File: src/swd_pkg.sv
package swd_pkg;
  localparam logic [7:0] UNLOCK_KEY = 8'h87;
  localparam logic [7:0] EXIT_KEY = 8'haa;
  localparam logic [7:0] IDX_LDN = 8'h07;
  localparam logic [7:0] IDX_PINSEL = 8'h2b;
  localparam logic [7:0] IDX_ACT = 8'h30;
  localparam logic [7:0] IDX_UNIT = 8'hf5;
  localparam logic [7:0] IDX_TMO = 8'hf6;
  localparam logic [7:0] IDX_EVT = 8'hf7;
  localparam logic [7:0] WDT_LDN = 8'h08;
  localparam logic [7:0] LDN_RST = 8'h00;
  localparam logic [7:0] PINSEL_RST = 8'h10;
  localparam logic [7:0] REG_RST = 8'h00;
  localparam logic [7:0] IDLE_RDATA = 8'hff;
  localparam int PINSEL_ALT_BIT = 4;
  localparam int ACT_BIT = 0;
  localparam int UNIT_MIN_BIT = 3;
  localparam int EVT_STAT_BIT = 4;
  localparam int EVT_KBD_BIT = 6;
  localparam int EVT_MSE_BIT = 7;
  localparam longint TICK_NS = 64'd1000000000;
  localparam longint CLK_NS = 64'd40;
  localparam int TICK_CYCLES = int'(TICK_NS / CLK_NS);
  localparam logic [5:0] SEC_PER_MIN = 6'd60;
  localparam int TOL_S = 2;

  typedef enum logic [1:0] {
    SWD_LOCKED = 2'b00,
    SWD_HALF = 2'b01,
    SWD_OPEN = 2'b10
  } swd_cfg_t;

  typedef struct packed {
    logic wr;
    logic rd;
    logic data_sel;
    logic [7:0] wdata;
  } swd_io_t;
endpackage

File: src/swd_watchdog.sv
`timescale 1ns/100ps
// Functional notes
// - once active the watchdog counts and asserts its output at expiry
// - each retrigger restarts counting from the programmed interval
// - nonzero timeout write enables or refreshes, loading the value
// - count reaching zero fires the timeout output
// - zero timeout write disables at once, no later expiry
// - count-mode bit 3 picks seconds when clear, minutes when set
// - expiry may be up to two seconds off the programmed interval
// - index port selects a register, data port accesses it
// - two consecutive unlock bytes on index port enter configuration mode
// - exit byte on index port leaves configuration mode
// - unit number eight in select register routes unit accesses here
// - activation register bit 0 turns the watchdog unit on
// - pin-function bit 4 clear routes timeout onto the shared pin
// - event-control zero stops keyboard and mouse retriggering
module swd_watchdog #(
  parameter int TICK_CYC = swd_pkg::TICK_CYCLES
) (
  input wire logic CLOCK, // system clock
  input wire logic SYS_RST, // async reset, active high
  input wire swd_pkg::swd_io_t IO_REQ, // port strobes and write byte
  output logic [7:0] IO_RDATA, // read byte, valid cycle after rd
  input wire logic KBD_IRQ, // keyboard interrupt pin
  input wire logic MSE_IRQ, // mouse interrupt pin
  input wire logic ALT_FUNC, // alternate function for shared pin
  output logic TIMEOUT_PIN_N, // shared pin, low on timeout
  output logic WDT_EXPIRED // expiry level toward reset or nmi
);
  import swd_pkg::*;

  function automatic logic hit(input logic [7:0] a, input logic [7:0] b);
    hit = (a == b);
  endfunction

  // interrupt pins are asynchronous
  logic [1:0] kbd_sync;
  logic [1:0] mse_sync;
  logic kbd_last;
  logic mse_last;
  logic kbd_edge;
  logic mse_edge;

  always_ff @(posedge CLOCK or posedge SYS_RST) begin
    if (SYS_RST) begin
      kbd_sync <= 2'b00;
      mse_sync <= 2'b00;
      kbd_last <= 1'b0;
      mse_last <= 1'b0;
    end else begin
      kbd_sync <= {kbd_sync[0], KBD_IRQ};
      mse_sync <= {mse_sync[0], MSE_IRQ};
      kbd_last <= kbd_sync[1];
      mse_last <= mse_sync[1];
    end
  end

  assign kbd_edge = kbd_sync[1] & ~kbd_last;
  assign mse_edge = mse_sync[1] & ~mse_last;

  // configuration access
  swd_cfg_t cfg;
  swd_cfg_t next_cfg;
  logic [7:0] index;
  logic [7:0] next_index;
  logic [7:0] ldn;
  logic [7:0] next_ldn;
  logic [7:0] pinsel;
  logic [7:0] next_pinsel;
  logic [7:0] act;
  logic [7:0] next_act;
  logic [7:0] unit;
  logic [7:0] next_unit;
  logic [7:0] evt;
  logic [7:0] next_evt;
  logic [7:0] rdata;
  logic [7:0] next_rdata;
  logic idx_wr;
  logic dat_wr;
  logic dat_rd;
  logic unit_sel;
  logic tmo_wr;
  logic expired;
  logic [7:0] cnt;

  assign idx_wr = IO_REQ.wr & ~IO_REQ.data_sel;
  assign dat_wr = IO_REQ.wr & IO_REQ.data_sel & (cfg == SWD_OPEN);
  assign dat_rd = IO_REQ.rd & IO_REQ.data_sel & (cfg == SWD_OPEN);
  assign unit_sel = hit(ldn, WDT_LDN);
  assign tmo_wr = dat_wr & unit_sel & hit(index, IDX_TMO);

  always_comb begin
    next_cfg = cfg;
    next_index = index;
    if (idx_wr) begin
      case (cfg)
        SWD_LOCKED: next_cfg = hit(IO_REQ.wdata, UNLOCK_KEY) ? SWD_HALF : SWD_LOCKED;
        SWD_HALF: next_cfg = hit(IO_REQ.wdata, UNLOCK_KEY) ? SWD_OPEN : SWD_LOCKED;
        SWD_OPEN: begin
          if (hit(IO_REQ.wdata, EXIT_KEY)) begin
            next_cfg = SWD_LOCKED;
          end else begin
            next_index = IO_REQ.wdata;
          end
        end
        default: next_cfg = SWD_LOCKED;
      endcase
    end
  end

  always_comb begin
    next_ldn = ldn;
    next_pinsel = pinsel;
    next_act = act;
    next_unit = unit;
    next_evt = evt;
    if (dat_wr) begin
      if (hit(index, IDX_LDN)) begin
        next_ldn = IO_REQ.wdata;
      end
      if (hit(index, IDX_PINSEL)) begin
        next_pinsel = IO_REQ.wdata;
      end
      if (unit_sel && hit(index, IDX_ACT)) begin
        next_act = IO_REQ.wdata;
      end
      if (unit_sel && hit(index, IDX_UNIT)) begin
        next_unit = IO_REQ.wdata;
      end
      if (unit_sel && hit(index, IDX_EVT)) begin
        next_evt = IO_REQ.wdata;
      end
    end
    // a fresh expiry beats a software clear of the status bit
    if (expired) begin
      next_evt[EVT_STAT_BIT] = 1'b1;
    end
  end

  always_comb begin
    next_rdata = rdata;
    if (IO_REQ.rd) begin
      next_rdata = IDLE_RDATA;
      if (dat_rd) begin
        case (index)
          IDX_LDN: next_rdata = ldn;
          IDX_PINSEL: next_rdata = pinsel;
          IDX_ACT: next_rdata = unit_sel ? act : IDLE_RDATA;
          IDX_UNIT: next_rdata = unit_sel ? unit : IDLE_RDATA;
          IDX_TMO: next_rdata = unit_sel ? cnt : IDLE_RDATA;
          IDX_EVT: next_rdata = unit_sel ? evt : IDLE_RDATA;
          default: next_rdata = IDLE_RDATA;
        endcase
      end
    end
  end

  always_ff @(posedge CLOCK or posedge SYS_RST) begin
    if (SYS_RST) begin
      cfg <= SWD_LOCKED;
      index <= REG_RST;
      ldn <= LDN_RST;
      pinsel <= PINSEL_RST;
      act <= REG_RST;
      unit <= REG_RST;
      evt <= REG_RST;
      rdata <= IDLE_RDATA;
    end else begin
      cfg <= next_cfg;
      index <= next_index;
      ldn <= next_ldn;
      pinsel <= next_pinsel;
      act <= next_act;
      unit <= next_unit;
      evt <= next_evt;
      rdata <= next_rdata;
    end
  end

  // countdown; the prescaler restarts on every load and every retrigger, so the
  // first tick lands one full second after either, or after activation if loaded while off
  localparam int PW = $clog2(TICK_CYC + 1);
  logic [PW-1:0] pre;
  logic [PW-1:0] next_pre;
  logic [5:0] mins;
  logic [5:0] next_mins;
  logic [7:0] next_cnt;
  logic [7:0] reload;
  logic [7:0] next_reload;
  logic next_expired;
  logic running;
  logic sec_tick;
  logic step;
  logic retrig;

  assign running = act[ACT_BIT] & (cnt != 8'h00);
  assign sec_tick = running & (pre == PW'(TICK_CYC - 1));
  assign step = sec_tick & (~unit[UNIT_MIN_BIT] | (mins == SEC_PER_MIN - 6'd1));
  assign retrig = running & ((kbd_edge & evt[EVT_KBD_BIT]) | (mse_edge & evt[EVT_MSE_BIT]));

  always_comb begin
    next_pre = pre;
    next_mins = mins;
    next_cnt = cnt;
    next_reload = reload;
    next_expired = expired;
    if (tmo_wr) begin
      next_cnt = IO_REQ.wdata;
      next_reload = IO_REQ.wdata;
      next_pre = '0;
      next_mins = 6'd0;
      next_expired = 1'b0;
    end else if (retrig) begin
      next_cnt = reload;
      next_pre = '0;
      next_mins = 6'd0;
    end else if (running) begin
      next_pre = sec_tick ? '0 : pre + PW'(1);
      if (sec_tick) begin
        next_mins = (mins == SEC_PER_MIN - 6'd1) ? 6'd0 : mins + 6'd1;
      end
      if (step) begin
        next_cnt = cnt - 8'h01;
        if (cnt == 8'h01) begin
          next_expired = 1'b1;
        end
      end
    end
  end

  always_ff @(posedge CLOCK or posedge SYS_RST) begin
    if (SYS_RST) begin
      pre <= '0;
      mins <= 6'd0;
      cnt <= REG_RST;
      reload <= REG_RST;
      expired <= 1'b0;
    end else begin
      pre <= next_pre;
      mins <= next_mins;
      cnt <= next_cnt;
      reload <= next_reload;
      expired <= next_expired;
    end
  end

  assign IO_RDATA = rdata;
  assign WDT_EXPIRED = expired;
  // bit clear gives the pin to the watchdog
  assign TIMEOUT_PIN_N = pinsel[PINSEL_ALT_BIT] ? ALT_FUNC : ~expired;
endmodule

File: config.mk
export PLATFORM = sky130hd
export DESIGN_NAME = swd_watchdog
export DESIGN_NICKNAME = d
export VERILOG_FILES = /design/src/swd_pkg.sv /design/src/swd_watchdog.sv
export SDC_FILE = /design/constraint.sdc
export NUM_CORES = 1
export LEC_CHECK = 0
export ABC_AREA = 1
export BUFFER_PORTS_ARGS = -buffer_cell sky130_fd_sc_hd__buf_2
export CAP_MARGIN = 5
export CELL_PAD_IN_SITES_DETAIL_PLACEMENT = 0
export CELL_PAD_IN_SITES_GLOBAL_PLACEMENT = 1
export CORE_ASPECT_RATIO = 0.9
export CORE_MARGIN = 2
export CORE_UTILIZATION = 40
export DETAILED_ROUTE_END_ITERATION = 10
export PLACE_DENSITY = 0.75
export SLEW_MARGIN = 30
export SYNTH_ARGS = -nofsm -noshare
export SYNTH_HDL_FRONTEND = slang
export SYNTH_SLANG_ARGS = --single-unit
File: constraint.sdc
create_clock -name CLOCK -period 4.1 [get_ports CLOCK]
set_clock_uncertainty 0.15 [all_clocks]
set_input_delay 0.82 -clock CLOCK [delete_from_list [all_inputs] [get_ports CLOCK]]
set_output_delay 0.82 -clock CLOCK [all_outputs]
set_load 0.01 [all_outputs]
======== After elaboration in Yosys (flattened, before gate mapping) ========
Index checks and enable logic that the tools add are counted.
W data, S select, Z words.
word-level totals
  bits in latches ......................... 0
  bits in writable memories ............... 0
  word-level logic and storage cells ...... 116
  bits in read-only memories .............. 0
  memories ................................ 0
  register bits after elaboration ......... 112
operators by class
  $mul .................................... 0
  reductions and logical operators ........ 24
  shift-type cells ........................ 0
  equal/unequal tests ..................... 16
  divide/modulo/power cells ............... 0
  $add $sub $neg .......................... 3
  mux-type cells .......................... 32
  $lt $le $gt $ge ......................... 0
  bitwise operators ....................... 23
operator list
  cell                     number
  $mux W25                 4
  $mux W8                  9
  $pmux W8 S6              1
  $eq A8 B8 Y1 const B     5
  $mux W6                  5
  $add A25 B1 Y25 const B  1
  $eq A25 B25 Y1 const B   1
  $reduce_and A2 Y1        9
  $eq A8 B6 Y1 const B     2
  $and A1 B1 Y1            15
  $mux W5                  2
  $reduce_bool A2 Y1       5
  $reduce_bool A3 Y1       3
  $eq A8 B1 Y1 const B     1
  $eq A8 B3 Y1 const B     1
  $eq A8 B4 Y1 const B     1
  $mux W1                  8
  $reduce_bool A8 Y1       1
  $sub A8 B1 Y8 const B    1
  $add A6 B1 Y6 const B    1
  $eq A6 B6 Y1 const B     1
  $not A1 Y1               6
  $pmux W2 S3              1
  $mux W2                  2
  9 further kinds          12

======== Depth between registers and ports, before layout ========
  depth in word-level cells ............... 8
  depth in mapped cells ................... 13
  depth with buffers taken out ............ 12

======== Worst setup path before layout ========
Ideal clock, no wire load.
  kind .................................... input-to-reg
  from .................................... input IO_REQ[6] (netlist name)
  to ...................................... register index[0]
  path slack .............................. 2080 ps
  stages .................................. 7
  arrival time ............................ 1739 ps
  setup time .............................. 131 ps
  path through ............................ inv_1 -> nand2_1 -> nor3_1 -> nand4_1 -> nand3_1 -> clkbuf_1 -> o21ai_0
on the way
  cells in the longest elaborated chain, start to end .. 3
RTL lines
  element                      line                 source
  from (decl)                  swd_watchdog.sv:22   input wire swd_pkg::swd_io_t IO_REQ,
  $eq A8 B8 Y1                 swd_watchdog.sv:33   hit = (a == b);
  $not A1 Y1 (no line)         --
  $reduce_and A3 Y1 (no line)  --
  to (signal assigned)         swd_watchdog.sv:170  index <= next_index;
  to (decl)                    swd_watchdog.sv:64   logic [7:0] index;
Every way passes these cells.
A chain may end at the register's enable or synchronous reset.

======== Worst setup path after layout ========
  from .................................... register ldn[4]
  to ...................................... register pre[1]
on the way
  cells in the longest elaborated chain, start to end .. 4
  elaborated cells on any way between the ends .. 5
  classes of those cells .................. eq/ne (1); mux (1); bitwise (2); reduce/logical (1)
RTL lines
  element                                                   line                 source
  from (decl)                                               swd_watchdog.sv:66   logic [7:0] ldn;
  from (signal assigned)                                    swd_watchdog.sv:171  ldn <= next_ldn;
  $eq A8 B4 Y1 *                                            swd_watchdog.sv:33
  $and A1 B1 Y1 * (2 in series)                             swd_watchdog.sv:90   assign tmo_wr = dat_wr & unit_sel & hit(index, IDX_TMO);
  $reduce_bool A3 Y1 (no line) or $mux W25 (tied branches)  --
  to (signal assigned)                                      swd_watchdog.sv:239  pre <= next_pre;
  to (decl)                                                 swd_watchdog.sv:183  logic [PW-1:0] pre;
Mark *: on every way between the ends. The rest lies on a longest branch, timed or not.

==> summary.md <==
| Metric | Value |
|---|---|
| Via count | `between 5000 and 6000` |
| Pint | `1.714 mW` |
| M3 GR Usage | `3.511%` |
| Slew Limit Fails | `0` |
| Top FF cell, synth | `dfrtp_1` |
| Leak pwr | `3.326 nW` |
| Clock power share | `39.7%` |
| Die W | `135.5 um` |
| Peak supply drop | `0.1857 mV` |
| Worst setup EP type | `register` |
| Mapped cell area | `around 0.0062 mm2` |
| Clock buffers created by TritonCTS | `9` |
| Clock Latency Late Sink | `roughly 370 ps` |
| Post-synthesis share of cell area spent on xor and xnor gates | `1.546%` |
| Post-Layout Cell Count | `approximately 1100` |
| Largest family of logic cells by synthesized area | `simple AND/OR/NAND/NOR gates` |
| Complex-gate fraction of the synthesized area | `7.431%` |
| Synth-to-Final Area Change | `9.922%` |
| FF-to-FF setup slack | `1410 ps` |
| GR peak layer | `met1` |
| Average wire per standard cell | `15.27 um` |
| Reg2reg path depth | `8` |
| Part of the cycle the worst path needs | `65.51%` |
| CP max FO | `30` |
| Final setup TNS | `0 ps` |
| Drt total wl | `16810 um` |
| Post-route setup slack | `1414 ps` |
| Met2 usage | `between 30% and 40%` |
| Post-synthesis sequential area ratio | `45.17%` |
| Most frequent cells in the layout | `303 x nand2_1, 106 x nor2_1, 103 x dfrtp_1, 85 x inv_1, 75 x nand3_1` |
| Register share of total power | `50.5%` |
| Largest net degree at the start of global routing | `58` |
| Layout cell share with drive strength beyond 1 | `10.12%` |
| Mux contribution to synthesized area | `0%` |
| Clk slew on worst S/H paths | `approximately 80 ps` |
| Status | `completed` |
| Simple-gate share of the synthesized area | `37.58%` |
| Critical path required time | `4190 ps` |
| HP Class | `reg -> reg` |
| Vias per cell | `a little under 5` |
| Hold depth | `0` |
| RSZ-0062 raised after global routing | `no` |
| Yosys reg bits | `roughly 110` |
| Sw Ratio | `a little over a quarter` |
| GRT overflow | `0` |
| Max_slew headroom | `between 40% and 50%` |
| Synth Instances | `873` |
| Sinks on Clock Net | `roughly 110` |
| CTS resizes | `0` |
| CTS tree | `yes` |
| Critical Setup Path Class | `reg -> reg` |
| Crit path time final | `2686 ps` |
| Net Count, Synth | `893` |
| First-pass GRT wire length | `27970 um` |
| Most flops, register | `pre` |
| Pwr dens | `342.5 mW/mm2` |
| Cells after DPL | `1085` |
| Net count, final | `914` |
| Synthesized area per cell | `7.136 um2` |
| Actual slew at the worst max-slew pin | `between 700 and 800 ps` |
| Commonest non-fill, non-tap cell in the layout | `nand2_1` |
| Comb power frac | `9.7%` |
| Io pins | `26` |
| DR iter-0 viols | `between 400 and 500` |
| Final Hold Viols | `0` |
| Max Cap Viol | `0` |
| Starting density of the core | `40.63%` |
| Gpl congestion | `0.7972` |
| IO Port Bufs | `25` |
| Routed Antenna Nets | `0` |
| EDFF count, synth | `0` |
| Ant. Diodes | `0` |
| Core area | `0.01533 mm2` |
| WP data arrival | `2780 ps` |
| Vias in the first global route | `5142` |
| Worst hold path startpoint | `kbd_sync[0]` |
| CTS Buffer Depth | `2` |
| Layout Utilization | `44.66%` |
| Pre-CTS WS | `1259 ps` |
| GRT met1 Usage | `33.38%` |
| Initial antenna violation count | `0` |
| # setup viols final | `0` |
| Layout filler cell count | `1603` |
| Sw Pwr | `631.4 uW` |
| DRC | `0` |
| HPWL Detailed | `11870 um` |
| Row count | `between 40 and 50` |
| Startpoint Class | `register` |
| Setup bufs post-CTS | `0` |
| Hold endpoint | `kbd_sync[1]` |
| Clock root cell | `clkbuf_16` |
| FF-to-FF End | `pre[1]` |
| Max FFs per register | `25` |
| YS warnings | `0` |
| Total track usage | `21.73%` |
| H-tree levels | `3` |
| Cts hold-fix bufs | `0` |
| Drt pass-1 iters | `6` |
| Max Fclk | `372.3 MHz` |
| Adder-cell area share of the yosys netlist | `0.8034%` |
| DIE HEIGHT | `122.4 um` |
| Distinct cell type count of the synthesized netlist | `34` |
| Asr flop ratio synth | `100.0%` |
| Critical R2R Launch | `ldn[4]` |
| DIE AREA | `0.01659 mm2` |
[per-layer routing]
| layer | part of all wire (%) | vias to the layer above | wire, um |
|---|---|---|---|
| met5 | 0 | - | 0 |
| met1 | 52 | 2521 | 8715 |
| met4 | 1.6 | 0 | 274 |
| li1 | - | 2799 | - |
| met3 | 4.1 | 18 | 686 |
| met2 | 42 | 111 | 7138 |
[cell type report]
type / instances / area (um2) / share of cell area [%]
Timing Repair Buffer: 29 / 167.7 / 2.448
Tap cell: 202 / 252.7 / 3.691
Clock inverter: 5 / 55.05 / 0.8039
Clock buffer: 11 / 252.7 / 3.691
Inverter: 94 / 355.3 / 5.189
Multi-Input combinational cell: 648 / 2950 / 43.08
Sequential cell: 112 / 2814 / 41.09
[power groups by stage]
| stage | logic, mW | clock network [mW] | registers [mW] |
|---|---|---|---|
| after floorplan | 0.157 | 0 | 1.20 |
| final | 0.228 | 0.932 | 1.18 |
| after detailed placement | 0.230 | 0 | 1.21 |
| after global routing | 0.265 | 0.995 | 1.19 |
| after global placement | 0.229 | 0 | 1.20 |
| after CTS | 0.231 | 0.956 | 1.18 |
[synthesized netlist by cell type (2+ instances only)]
master    number  area (um2)
dfstp_2        9       236.5
clkbuf_1       3       11.26
buf_6          3       33.78
a21oi_1       19       95.09
nand2_2        9       56.30
dfrtp_1      103        2577
nor2_1       106       397.9
o21ai_1       11       55.05
nor2_2         5       31.28
xnor2_1        2       17.52
nand2_4        2       22.52
nand3_1       75       375.4
nand4_1       13       81.33
nand3_4        2       35.03
nor3_1        14       70.07
inv_2          6       22.52
inv_1         86       322.8
xor2_1         9       78.83
buf_2         12       60.06
o21ai_0       58       290.3
nand3_2        5       50.05
ha_1           4       50.05
clkinv_1       2       7.510
nor2_4         3       33.78
nand2_1      303        1137
[how the worst max path moves through the flow]
| stage | from | depth (start not counted) | slack, ps | endpoint |
|---|---|---|---|---|
| CTS | ldn[4] | 8 | 1410 | pre[0] |
| global route | ldn[4] | 8 | 1150 | pre[24] |
| global placement | IO_REQ[8] | 8 | 1310 | pre[24] |
| floorplan | SYS_RST | 1 | 190 | WDT_EXPIRED |
| detailed placement | IO_REQ[8] | 8 | 1260 | pre[0] |
| finish | ldn[4] | 8 | 1410 | pre[1] |
[logic make-up (layout without fill, tap and decap cells)]
kind of cell | count (synthesis) | in the layout
buf+inv | 113 | 139
compound gates | 91 | 91
simple gates | 542 | 542
xor+xnor | 11 | 11
flops | 112 | 112
fa+ha+maj | 4 | 4
[through the flow]
| stage | power (mW) | cell area [um2] | hold slack (ps) |
|---|---|---|---|
| 2_1_floorplan | 1.355 | 6230 | 181.2 |
| 3_3_place_gp | 1.434 | 6540 | 183.9 |
| 3_5_place_dp | 1.436 | 6540 | 195.7 |
| 4_1_cts | 2.371 | 6848 | 211.5 |
| 5_1_grt | 2.452 | 6848 | 219.8 |
| 6_report | 2.345 | 6848 | 203.7 |
[critical path, cell delays in order, from the launching register on]
cell	delay [ps]
dfrtp_1	410
nor2_1	170
nand2_1	310
nor2_4	330
nand3_4	270
nand2_2	530
inv_2	190
nand2_1	90
o21ai_0	80
No activity file was read; power rests on OpenSTA's default activity.
